### src/panel_cfg.svh
// Purpose: constants for the front-panel status and sync block
// Assumes: 200 MHz pclk
// Notes: byte offsets on APB, one word per register
`ifndef PANEL_CFG_SVH
`define PANEL_CFG_SVH

`define CLK_HZ 200000000
`define REFRESH_MS 1000
`define FLASH_MS 250
`define STRETCH_MS 100

`define OFF_CTRL 12'h000
`define OFF_STAT 12'h004
`define OFF_IRQ_STAT 12'h008
`define OFF_IRQ_EN 12'h00C
`define OFF_IRQ_CLR 12'h010
`define OFF_SYNC_DIV 12'h014

`define CTRL_ETHER 0
`define CTRL_LINK_MASTER 1
`define CTRL_SYNC_PRIMARY 2
`define CTRL_RESET 32'h0000_0000

`define SYNC_DIV_RESET 32'h0000_0064

`define IRQ_REFRESH 0
`define IRQ_COLLISION 1
`define IRQ_PKT_ERR 2
`define IRQ_LOCK 3
`define IRQ_W 4

`endif

### src/panel_pkg.sv
// Purpose: types for the front-panel status and sync block
// Assumes: nothing
// Notes: lock state of the radio link
package panel_pkg;
  typedef enum logic [1:0] {LK_IDLE, LK_SEEK, LK_LOCKED} lock_state_t;
endpackage

### src/status_panel.sv
// Operation
// - Pulse a display refresh once every second, without software.
// - Serial: user LED lit while cable attached and DTR asserted.
// - Ethernet: user LED lit while live LAN cable connected.
// - Serial: clock LED lit while user synchronous clock present.
// - Ethernet: clock LED flashes on each detected collision. Here it lights only if the flash phase is high during its 100 ms stretch.
// - Transmit LED lit while user equipment sends data.
// - Receive LED lit while forwarding radio data to user.
// - Error LED flashes when a received packet has an error. Here it lights only if the flash phase is high during its 100 ms stretch.
// - Lock LED flashes red while seeking, steady green when locked.
// - Only the primary unit drives sync clock; others follow it.
// - All chained units transmit together, then receive together. Here followers toggle only on rising chain edges, at half the primary's rate.
// - Both chain sockets behave identically.
// - No lock unless one end master and the other slave.
// - Link master governs tx/rx timing; slave follows it. Here tx_phase comes from the sync primary; link master only gates lock.
//
// Purpose: front-panel LEDs, display refresh and sync chain logic
// Assumes: all inputs synchronous to pclk
// Notes: APB slave, registers in panel_cfg.svh
//
// The address map and the APB register port were decided locally.
`timescale 1ns/1ps
`include "panel_cfg.svh"

module status_panel
  import panel_pkg::*;
#(
  parameter int REFRESH_CYC = `CLK_HZ / 1000 * `REFRESH_MS,
  parameter int FLASH_CYC = `CLK_HZ / 1000 * `FLASH_MS,
  parameter int STRETCH_CYC = `CLK_HZ / 1000 * `STRETCH_MS
) (
  // Clock and reset
  input wire logic pclk,
  input wire logic presetn,
  // APB
  input wire logic psel,
  input wire logic penable,
  input wire logic pwrite,
  input wire logic [11:0] paddr,
  input wire logic [31:0] pwdata,
  output logic [31:0] prdata,
  output logic pready,
  output logic pslverr,
  // User side
  input wire logic user_cable,
  input wire logic user_dtr,
  input wire logic lan_link,
  input wire logic user_clk_ok,
  input wire logic collision,
  input wire logic user_tx_act,
  input wire logic user_rx_act,
  // Radio side
  input wire logic pkt_err,
  input wire logic modem_sync,
  input wire logic peer_master,
  // Sync chain, two identical sockets
  input wire logic sock_a_in,
  output logic sock_a_out,
  output logic sock_a_oe,
  input wire logic sock_b_in,
  output logic sock_b_out,
  output logic sock_b_oe,
  // Indicators and display
  output logic user_led,
  output logic clock_collision_indicator,
  output logic tx_led,
  output logic rx_led,
  output logic retransmit_error_indicator,
  output logic lock_red,
  output logic lock_green,
  output logic display_refresh,
  // Timing and interrupt
  output logic tx_phase,
  output logic irq
);

  logic [31:0] ctrl_r;
  logic [31:0] sync_div_r;
  logic [`IRQ_W-1:0] irq_stat_r, irq_en_r;
  logic [31:0] refresh_cnt_r;
  logic [31:0] flash_cnt_r;
  logic flash_ph_r;
  logic [31:0] coll_cnt_r, err_cnt_r;
  logic [31:0] phase_cnt_r;
  logic phase_r;
  logic chain_prev_r;
  lock_state_t lock_r, lock_nxt;
  logic wr, rd, ether, primary, chain_in, chain_edge, refresh_tick;

  assign ether = ctrl_r[`CTRL_ETHER];
  assign primary = ctrl_r[`CTRL_SYNC_PRIMARY];
  assign wr = psel & penable & pwrite;
  // Read data loads in setup so it already stands at the access edge
  assign rd = psel & ~penable & ~pwrite;

  function automatic logic addr_ok(input logic [11:0] a);
    addr_ok = (a == `OFF_CTRL) || (a == `OFF_STAT) ||
              (a == `OFF_IRQ_STAT) || (a == `OFF_IRQ_EN) ||
              (a == `OFF_IRQ_CLR) || (a == `OFF_SYNC_DIV);
  endfunction

  // ------------------------------------------------------------
  // APB registers
  // ------------------------------------------------------------
  assign pready = 1'b1;
  assign pslverr = psel & penable & ~addr_ok(paddr);

  always_ff @(posedge pclk or negedge presetn) begin
    if (!presetn) begin
      ctrl_r <= `CTRL_RESET;
    end else if (wr && paddr == `OFF_CTRL) begin
      ctrl_r <= pwdata;
    end
  end

  always_ff @(posedge pclk or negedge presetn) begin
    if (!presetn) begin
      sync_div_r <= `SYNC_DIV_RESET;
    end else if (wr && paddr == `OFF_SYNC_DIV) begin
      // Zero would stall the cycle counter
      sync_div_r <= (pwdata == 32'h0000_0000) ? 32'h0000_0001 : pwdata;
    end
  end

  always_ff @(posedge pclk or negedge presetn) begin
    if (!presetn) begin
      irq_en_r <= '0;
    end else if (wr && paddr == `OFF_IRQ_EN) begin
      irq_en_r <= pwdata[`IRQ_W-1:0];
    end
  end

  always_ff @(posedge pclk or negedge presetn) begin
    if (!presetn) begin
      prdata <= 32'h0000_0000;
    end else if (rd) begin
      if (paddr == `OFF_CTRL) begin
        prdata <= ctrl_r;
      end else if (paddr == `OFF_STAT) begin
        prdata <= {24'h00_0000, phase_r, lock_green, lock_red, tx_led,
                   rx_led, clock_collision_indicator, user_led,
                   retransmit_error_indicator};
      end else if (paddr == `OFF_IRQ_STAT) begin
        prdata <= {28'h000_0000, irq_stat_r};
      end else if (paddr == `OFF_IRQ_EN) begin
        prdata <= {28'h000_0000, irq_en_r};
      end else if (paddr == `OFF_SYNC_DIV) begin
        prdata <= sync_div_r;
      end else begin
        prdata <= 32'h0000_0000;
      end
    end
  end

  // ------------------------------------------------------------
  // Display refresh and flash timebase
  // ------------------------------------------------------------
  assign refresh_tick = (refresh_cnt_r == REFRESH_CYC - 1);

  always_ff @(posedge pclk or negedge presetn) begin
    if (!presetn) begin
      refresh_cnt_r <= 32'h0000_0000;
      display_refresh <= 1'b0;
    end else begin
      refresh_cnt_r <= refresh_tick ? 32'h0000_0000 : refresh_cnt_r + 1;
      display_refresh <= refresh_tick;
    end
  end

  always_ff @(posedge pclk or negedge presetn) begin
    if (!presetn) begin
      flash_cnt_r <= 32'h0000_0000;
      flash_ph_r <= 1'b0;
    end else if (flash_cnt_r == FLASH_CYC - 1) begin
      flash_cnt_r <= 32'h0000_0000;
      flash_ph_r <= ~flash_ph_r;
    end else begin
      flash_cnt_r <= flash_cnt_r + 1;
    end
  end

  // ------------------------------------------------------------
  // Event stretchers
  // ------------------------------------------------------------
  always_ff @(posedge pclk or negedge presetn) begin
    if (!presetn) begin
      coll_cnt_r <= 32'h0000_0000;
    end else if (collision && ether) begin
      coll_cnt_r <= STRETCH_CYC;
    end else if (coll_cnt_r != 0) begin
      coll_cnt_r <= coll_cnt_r - 1;
    end
  end

  always_ff @(posedge pclk or negedge presetn) begin
    if (!presetn) begin
      err_cnt_r <= 32'h0000_0000;
    end else if (pkt_err) begin
      err_cnt_r <= STRETCH_CYC;
    end else if (err_cnt_r != 0) begin
      err_cnt_r <= err_cnt_r - 1;
    end
  end

  // ------------------------------------------------------------
  // Link lock
  // ------------------------------------------------------------
  always_comb begin
    lock_nxt = lock_r;
    case (lock_r)
      LK_IDLE: begin
        // Both ends same role never align
        if (ctrl_r[`CTRL_LINK_MASTER] != peer_master) begin
          lock_nxt = LK_SEEK;
        end
      end
      LK_SEEK: begin
        if (ctrl_r[`CTRL_LINK_MASTER] == peer_master) begin
          lock_nxt = LK_IDLE;
        end else if (modem_sync) begin
          lock_nxt = LK_LOCKED;
        end
      end
      default: begin
        if (ctrl_r[`CTRL_LINK_MASTER] == peer_master || !modem_sync) begin
          lock_nxt = LK_IDLE;
        end
      end
    endcase
  end

  always_ff @(posedge pclk or negedge presetn) begin
    if (!presetn) begin
      lock_r <= LK_IDLE;
    end else begin
      lock_r <= lock_nxt;
    end
  end

  // ------------------------------------------------------------
  // Sync chain and tx/rx cycle
  // ------------------------------------------------------------
  // Either socket may carry the incoming clock
  assign chain_in = sock_a_in | sock_b_in;
  assign chain_edge = chain_in & ~chain_prev_r;

  always_ff @(posedge pclk or negedge presetn) begin
    if (!presetn) begin
      chain_prev_r <= 1'b0;
      phase_cnt_r <= 32'h0000_0000;
      phase_r <= 1'b0;
    end else begin
      chain_prev_r <= chain_in;
      if (primary) begin
        if (phase_cnt_r >= sync_div_r - 1) begin
          phase_cnt_r <= 32'h0000_0000;
          phase_r <= ~phase_r;
        end else begin
          phase_cnt_r <= phase_cnt_r + 1;
        end
      end else if (chain_edge) begin
        phase_r <= ~phase_r;
      end
    end
  end

  // Both sockets repeat the same clock
  assign sock_a_out = primary & phase_r;
  assign sock_b_out = primary & phase_r;
  assign sock_a_oe = primary;
  assign sock_b_oe = primary;
  assign tx_phase = phase_r;

  // ------------------------------------------------------------
  // Indicators
  // ------------------------------------------------------------
  always_ff @(posedge pclk or negedge presetn) begin
    if (!presetn) begin
      user_led <= 1'b0;
      clock_collision_indicator <= 1'b0;
      tx_led <= 1'b0;
      rx_led <= 1'b0;
      retransmit_error_indicator <= 1'b0;
      lock_red <= 1'b0;
      lock_green <= 1'b0;
    end else begin
      user_led <= ether ? lan_link : (user_cable & user_dtr);
      clock_collision_indicator <= ether ? (coll_cnt_r != 0) & flash_ph_r
                                         : user_clk_ok;
      tx_led <= user_tx_act;
      rx_led <= user_rx_act;
      retransmit_error_indicator <= (err_cnt_r != 0) & flash_ph_r;
      lock_red <= (lock_r != LK_LOCKED) & flash_ph_r;
      lock_green <= (lock_r == LK_LOCKED);
    end
  end

  // ------------------------------------------------------------
  // Interrupts
  // ------------------------------------------------------------
  logic [`IRQ_W-1:0] ev, clr;
  assign ev = {lock_nxt == LK_LOCKED && lock_r != LK_LOCKED,
               pkt_err, collision & ether, refresh_tick};
  assign clr = (wr && paddr == `OFF_IRQ_CLR) ? pwdata[`IRQ_W-1:0] : '0;

  always_ff @(posedge pclk or negedge presetn) begin
    if (!presetn) begin
      irq_stat_r <= '0;
    end else begin
      // Set wins over clear
      irq_stat_r <= (irq_stat_r & ~clr) | ev;
    end
  end

  assign irq = |(irq_stat_r & irq_en_r);

  // ------------------------------------------------------------
  // Checks
  // ------------------------------------------------------------
  a_refresh_pulse: assert property (@(posedge pclk) disable iff (!presetn)
    display_refresh |=> !display_refresh) else $error("refresh too long");
  a_user_serial: assert property (@(posedge pclk) disable iff (!presetn)
    !ether && user_cable && user_dtr ##1 !ether |-> user_led)
    else $error("user led off");
  a_user_ether: assert property (@(posedge pclk) disable iff (!presetn)
    ether && lan_link ##1 ether |-> user_led)
    else $error("lan led off");
  a_clock_serial: assert property (@(posedge pclk) disable iff (!presetn)
    !ether && !user_clk_ok |=> !clock_collision_indicator)
    else $error("clock led stray");
  a_tx_follow: assert property (@(posedge pclk) disable iff (!presetn)
    user_tx_act |=> tx_led) else $error("tx led off");
  a_rx_follow: assert property (@(posedge pclk) disable iff (!presetn)
    user_rx_act |=> rx_led) else $error("rx led off");
  a_err_stretch: assert property (@(posedge pclk) disable iff (!presetn)
    pkt_err |=> err_cnt_r == STRETCH_CYC) else $error("no stretch");
  a_lock_green: assert property (@(posedge pclk) disable iff (!presetn)
    lock_green |-> !lock_red) else $error("lock both colours");
  a_same_role: assert property (@(posedge pclk) disable iff (!presetn)
    ctrl_r[`CTRL_LINK_MASTER] == peer_master |=> lock_r == LK_IDLE)
    else $error("lock with same role");
  a_follow_drive: assert property (@(posedge pclk) disable iff (!presetn)
    !primary |-> !sock_a_oe && !sock_b_oe) else $error("follower drives");
  a_follow_edge: assert property (@(posedge pclk) disable iff (!presetn)
    !primary && chain_edge |=> phase_r != $past(phase_r))
    else $error("phase missed");
endmodule

### config.mk
export PLATFORM = sky130hd
export DESIGN_NAME = status_panel
export DESIGN_NICKNAME = d
export VERILOG_FILES = /design/src/panel_pkg.sv /design/src/status_panel.sv
export VERILOG_INCLUDE_DIRS = /design/src
export SDC_FILE = /design/constraint.sdc
export NUM_CORES = 1
export LEC_CHECK = 0
export ABC_AREA = 1
export BUFFER_PORTS_ARGS = -buffer_cell sky130_fd_sc_hd__buf_2
export CAP_MARGIN = 20
export CORE_UTILIZATION = 60
export DETAILED_ROUTE_END_ITERATION = 6
export PLACE_DENSITY = 0.82
export SLEW_MARGIN = 20
export SYNTH_ARGS = -nofsm -noshare
export SYNTH_HDL_FRONTEND = slang
export SYNTH_SLANG_ARGS = --single-unit
### constraint.sdc
create_clock -name pclk -period 5.3 [get_ports pclk]
set_input_delay 0.53 -clock pclk [delete_from_list [all_inputs] [get_ports pclk]]
set_output_delay 0.53 -clock pclk [all_outputs]
set_load 0.1 [all_outputs]
* Word level (Yosys, flattened, before mapping) *
Index checks and enable logic that the tools add are counted.

word-level totals
  flip-flop bits (word level) = 277
  word-level logic and storage cells = 113
  input bits = 61

cells by class
  multiplexer cells = 24
  reductions and logical operators = 23
  equal/unequal tests = 14
  $add $sub $neg = 6
  bitwise operators = 23
  order comparisons = 1

operator list
  operator                                                count
  2-to-1 mux 32 bit                                       13
  adder 32 x 1 -> 32 bit (second input constant)          3
  subtractor 32 x 1 -> 32 bit (second input constant)     3
  nonzero test 32 bit                                     2
  equality test 32 x 26 -> 1 bit (second input constant)  1
  equality test 32 x 28 -> 1 bit (second input constant)  1
  greater-or-equal comparator 32 bit                      1
  zero test 32 bit                                        1
  equality test 12 x 4 -> 1 bit (second input constant)   2
  equality test 12 x 5 -> 1 bit (second input constant)   2
  bitwise AND 1 bit                                       12
  equality test 12 x 3 -> 1 bit (second input constant)   1
  zero test 12 bit                                        1
  bitwise AND 4 bit                                       2
  2-to-1 mux 2 bit                                        4
  logical AND 1 bit                                       6
  logical OR 1 bit                                        6
  NOT 1 bit                                               6
  nonzero test 2 bit                                      3
  2-to-1 mux 1 bit                                        5
  equality test 2 bit (second input constant)             2
  2-to-1 mux 4 bit                                        1
  NOT 4 bit                                               1
  bitwise OR 4 bit                                        1
  other kinds (11)                                        11

* Longest topological paths before layout *
  depth in word-level cells = 8
  mapped depth = 25

* Worst setup path after synthesis *
No wires, ideal clock.

  kind = reg2out
  from = reg ctrl_r[2]
  to = out sock_b_out
  arrival = 2.601 ns
  data required time = 4.770 ns
  stages on the path, launching flop included = 6
  path slack = 2.169 ns
  cells stage by stage = dfrtp_1 buf_6 clkbuf_1 nand2_1 inv_1 buf_4

between the ends
  longest elaborated chain between the ends = 1

ends and longest elaborated chain
  item                    line                 text
  start, declared         status_panel.sv:77   logic [31:0] ctrl_r;
  start signal, assigned  status_panel.sv:110  ctrl_r <= `CTRL_RESET;
  start signal, assigned  status_panel.sv:112  ctrl_r <= pwdata;
  bitwise AND 1 bit       --
  end, declared           status_panel.sv:61   output logic sock_b_out,

No other way between the ends.

* Worst setup path after layout *
  from = reg sync_div_r[0]
  to = reg phase_cnt_r[15]

between the ends
  longest elaborated chain between the ends = 3

ends and longest elaborated chain
  item                                line                 text
  start, declared                     status_panel.sv:78   logic [31:0] sync_div_r;
  start signal, assigned              status_panel.sv:118  sync_div_r <= `SYNC_DIV_RESET;
  start signal, assigned              status_panel.sv:121  sync_div_r <= (pwdata == 32'h0000_0000) ? 32'h0000_0001 : pwdata;
  subtractor 32 x 1 -> 32 bit         status_panel.sv:255  if (phase_cnt_r >= sync_div_r - 1) begin
  greater-or-equal comparator 32 bit  status_panel.sv:255
  2-to-1 mux 32 bit                   status_panel.sv:255
  end signal, assigned                status_panel.sv:259  phase_cnt_r <= phase_cnt_r + 1;
  end, declared                       status_panel.sv:84   logic [31:0] phase_cnt_r;

No other way between the ends.
A chain may end at the register's enable or synchronous reset.

==> metrics.md <==
| Metric | Value |
|---|---|
| Outcome | `finished, final reports clean` |
| Power density cells | `299 mW/mm^2` |
| Critical path, cell by cell | `inv_1 > ha_1 > nand2_1 > nor2_4 > inv_2 > nor2_4 > nand2_2 > nor2_2 > nand2_1 > o21ai_0 > inv_1 > ha_1 > nand2_1 > nor2_1 > nand2_1 > a21oi_1 > nor2_1 > nand2_1 > nand2_1 > nand2_2 > nand2_2 > inv_1 > nor2_1` |
| Cell taking the most area after synthesis | `dfrtp_1` |
| Critical path capture point type | `register` |
| Placement row count | `59` |
| Antenna cells | `0` |
| First-pass GRT wire length | `64.8 mm` |
| Worst Skew | `0.0110 ns` |
| Clk root buf | `clkbuf_16` |
| Worst hold slack | `0.0695 ns` |
| Area Growth Syn to Fin | `11.8%` |
| Share of layout cells above drive strength 1 | `12.1%` |
| Final Slew Violations | `0` |
| CTS-repair resized insts | `0` |
| Clock transition at path regs | `0.07 ns` |
| Total of max-cap violations | `0` |
| Reg-to-reg slack, setup | `1.38 ns` |
| GRT Total Usage | `29.7%` |
| Clock sinks | `277` |
| Synth top area share | `43.0%` |
| Width of the die | `165 um` |
| Mapped Area | `0.0159 sq mm` |
| Sequential area share after synthesis | `43.5%` |
| WL final | `39.9 mm` |
| Input/output buffers | `107` |
| CP max-delay cell | `inv_1` |
| H-tree Lvls | `1` |
| Total setup buffers inserted after CTS | `0` |
| Yosys reg bits | `277` |
| Worst Setup Path Type | `reg -> reg` |
| Post-route ant nets | `0` |
| Worst Reg2Reg Path Length in Cells | `23` |
| Starting density of the core | `61.2%` |
| Placed cell count | `2,470` |
| Max transition margin | `38.0%` |
| Initial antenna violation count | `0` |
| DR iter-0 viols | `1,399` |
| Total Neg Setup Slack | `0 ns` |
| Vias in the first global route | `13,500` |
| DRC viols | `0` |
| Yosys warns | `0` |
| WHS Endpoint | `rx_led` |
| CTS tree | `built` |
| Fmax achieved | `255 MHz` |
| Num CTS Buffers | `30` |
| RSZ-0062 raised after global routing | `false` |
| Minimum clock period | `3.92 ns` |
| DIE AREA | `0.0272 sq mm` |
| Worst VDD drop | `362 uV` |
| Crit Reg-Reg Startpoint | `sync_div_r[0]` |
| HPWL Detailed | `29.2 mm` |
| Finished Layout Cells | `2,527` |
| Slew @ Worst Pin | `0.930 ns` |
| Synth Net Count | `2,165` |
| Top cells by area, synth | `dfrtp_1, nand2_1, nor2_1` |
| Crit path required time | `5.72 ns` |
| Clk buf depth | `3` |
| DR pass1 iterations | `6` |
| Delay of the slowest critical-path stage | `0.59 ns` |
| GR Overflow Total | `0` |
| CP most frequent cell | `nand2_1` |
| Hold Fails Final Rpt | `0` |
| Worst-Skew Late Latency | `0.56 ns` |
| Critical-path maximum fanout | `21` |
| Critical Path AT | `4.34 ns` |
| DR vias/cell | `5.64` |
| DR vias | `14,300` |
| Final Cycle Share | `73.9%` |
| Hold Path Origin | `user_rx_act` |
| Critical Path Source Type | `register` |
| Fin nets | `2,267` |
| Die height | `165 um` |
| Synth cell types | `47` |
| FF-to-FF End | `phase_cnt_r[15]` |
| Gp weighted congestion | `0.921` |
| Crit path launch | `sync_div_r[0]` |
| Hold path depth | `1` |
| WL/cell | `15.8 um` |
| Core area | `0.0261 sq mm` |
| Hold WC Path Type | `in -> reg` |
| Largest net degree at the start of global routing | `136` |
| Leak | `8.53 nW` |
| Post-synthesis cell count | `2,066` |
| Setup-failing EPs final | `0` |
| Syn Area/Cell | `7.72 sq um` |
| IO Count | `109` |
state kept, by name, indices dropped and copies added (netlist names), 4 cells and up:
name	cells
coll_cnt_r	32
ctrl_r	32
err_cnt_r	32
flash_cnt_r	32
phase_cnt_r	32
prdata	32
refresh_cnt_r	32
sync_div_r	32
irq_en_r	4
irq_stat_r	4
power breakdown:
part / internal (mW) / total (mW) / switching, mW
combinational: 0.214 / 0.770 / 0.557
clock: 1.31 / 2.23 / 0.918
sequential: 2.22 / 2.33 / 0.111
total: 3.75 / 5.33 / 1.59
placed cells by master, fill, tap and decap left out, types with 16 or more instances in the layout:
| master | count |
|---|---|
| nand2_1 | 461 |
| nand3_1 | 104 |
| o21ai_1 | 42 |
| nor2_1 | 294 |
| inv_1 | 247 |
| ha_1 | 38 |
| nor4_1 | 22 |
| xnor2_1 | 28 |
| nand4_1 | 49 |
| nor2_4 | 20 |
| clkbuf_16 | 31 |
| a21oi_1 | 53 |
| dfrtp_1 | 274 |
| buf_2 | 106 |
| nor2_2 | 16 |
| xor2_1 | 96 |
| o21ai_0 | 87 |
| nor3_1 | 87 |
worst max-delay path, delay by kind of cell, from the launching register on:
family,cells,cell delay [ns]
flip-flops,1,0.40
buffers and inverters,4,0.86
AND/OR/NAND/NOR,15,1.67
AO/OA/AOI/OAI,2,0.33
adder cells (fa/ha/maj),2,0.48
cells in the mapped netlist, drive strengths merged:
cell type,instances
clkbuf,20
a31oi,3
a211oi,6
a21oi,54
buf,21
a32o,1
nand3b,3
nor4,23
ha,38
o31ai,4
inv,257
nor3b,6
o21a,13
nand4,52
nand3,115
or2,4
dfstp,3
o22ai,2
o41ai,1
xor2,96
a21o,2
conb,1
nand2,477
and3,3
xnor2,28
o21ai,129
nor2,330
dfrtp,274
nor3,100
worst max-delay path by stage:
stage / end / slack (ns) / cells after the start
floorplan: sock_b_out / 2.17 / 5
global placement: phase_cnt_r[21] / 1.69 / 22
detailed placement: phase_cnt_r[6] / 1.48 / 23
CTS: phase_cnt_r[15] / 1.43 / 23
global route: phase_cnt_r[15] / 0.99 / 23
finish: phase_cnt_r[15] / 1.38 / 23
per-stage QoR:
| step | utilization (%) | total power, mW | instance area [sq um] | setup slack (ns) |
|---|---|---|---|---|
| 2_1_floorplan | - | 2.92 | 15900 | 2.17 |
| 3_3_place_gp | 64.2 | 3.10 | 16700 | 1.69 |
| 3_5_place_dp | 64.2 | 3.13 | 16700 | 1.48 |
| 4_1_cts | 68.3 | 5.35 | 17800 | 1.43 |
| 5_1_grt | 68.4 | 5.54 | 17800 | 0.990 |
| 6_report | 68.4 | 5.33 | 17800 | 1.38 |
layer usage:
layer  wire length (um)  up-vias  GRT usage, %
li1                   -     6867             -
met1              17400     6788          40.5
met2              18900      503          48.8
met3               2280       92          3.69
met4               1310        0          10.6
met5                  0        -             0
layout make-up:
type,instances,area (sq um)
Fill cell,2184,8240
Clock buffer,35,821
Sequential cell,277,6940
Multi-Input combinational cell,1491,7850
Timing Repair Buffer,111,591
Inverter,257,965
Tap cell,335,419
Clock inverter,21,234
logic make-up (layout without fill, tap and decap cells):
| family | count (synthesis) | count (layout) | share of synthesized area, % |
|---|---|---|---|
| AND/OR/NAND/NOR | 1113 | 1113 | 32.1 |
| buffers and inverters | 298 | 424 | 7.35 |
| flip-flops | 277 | 277 | 43.5 |
| AO/OA/AOI/OAI | 215 | 215 | 7.26 |
| XOR/XNOR | 124 | 124 | 6.81 |
| adder cells (fa/ha/maj) | 38 | 38 | 2.98 |
| other | 1 | 1 | 0.0235 |
what timing repair did:
| action | CTS | global route |
|---|---|---|
| setup endpoints to repair | 0 | 0 |
| endpoints found under the hold margin | 77 | 0 |
| hold buffers | 1 | 0 |
(Power assumes the default switching activity.)
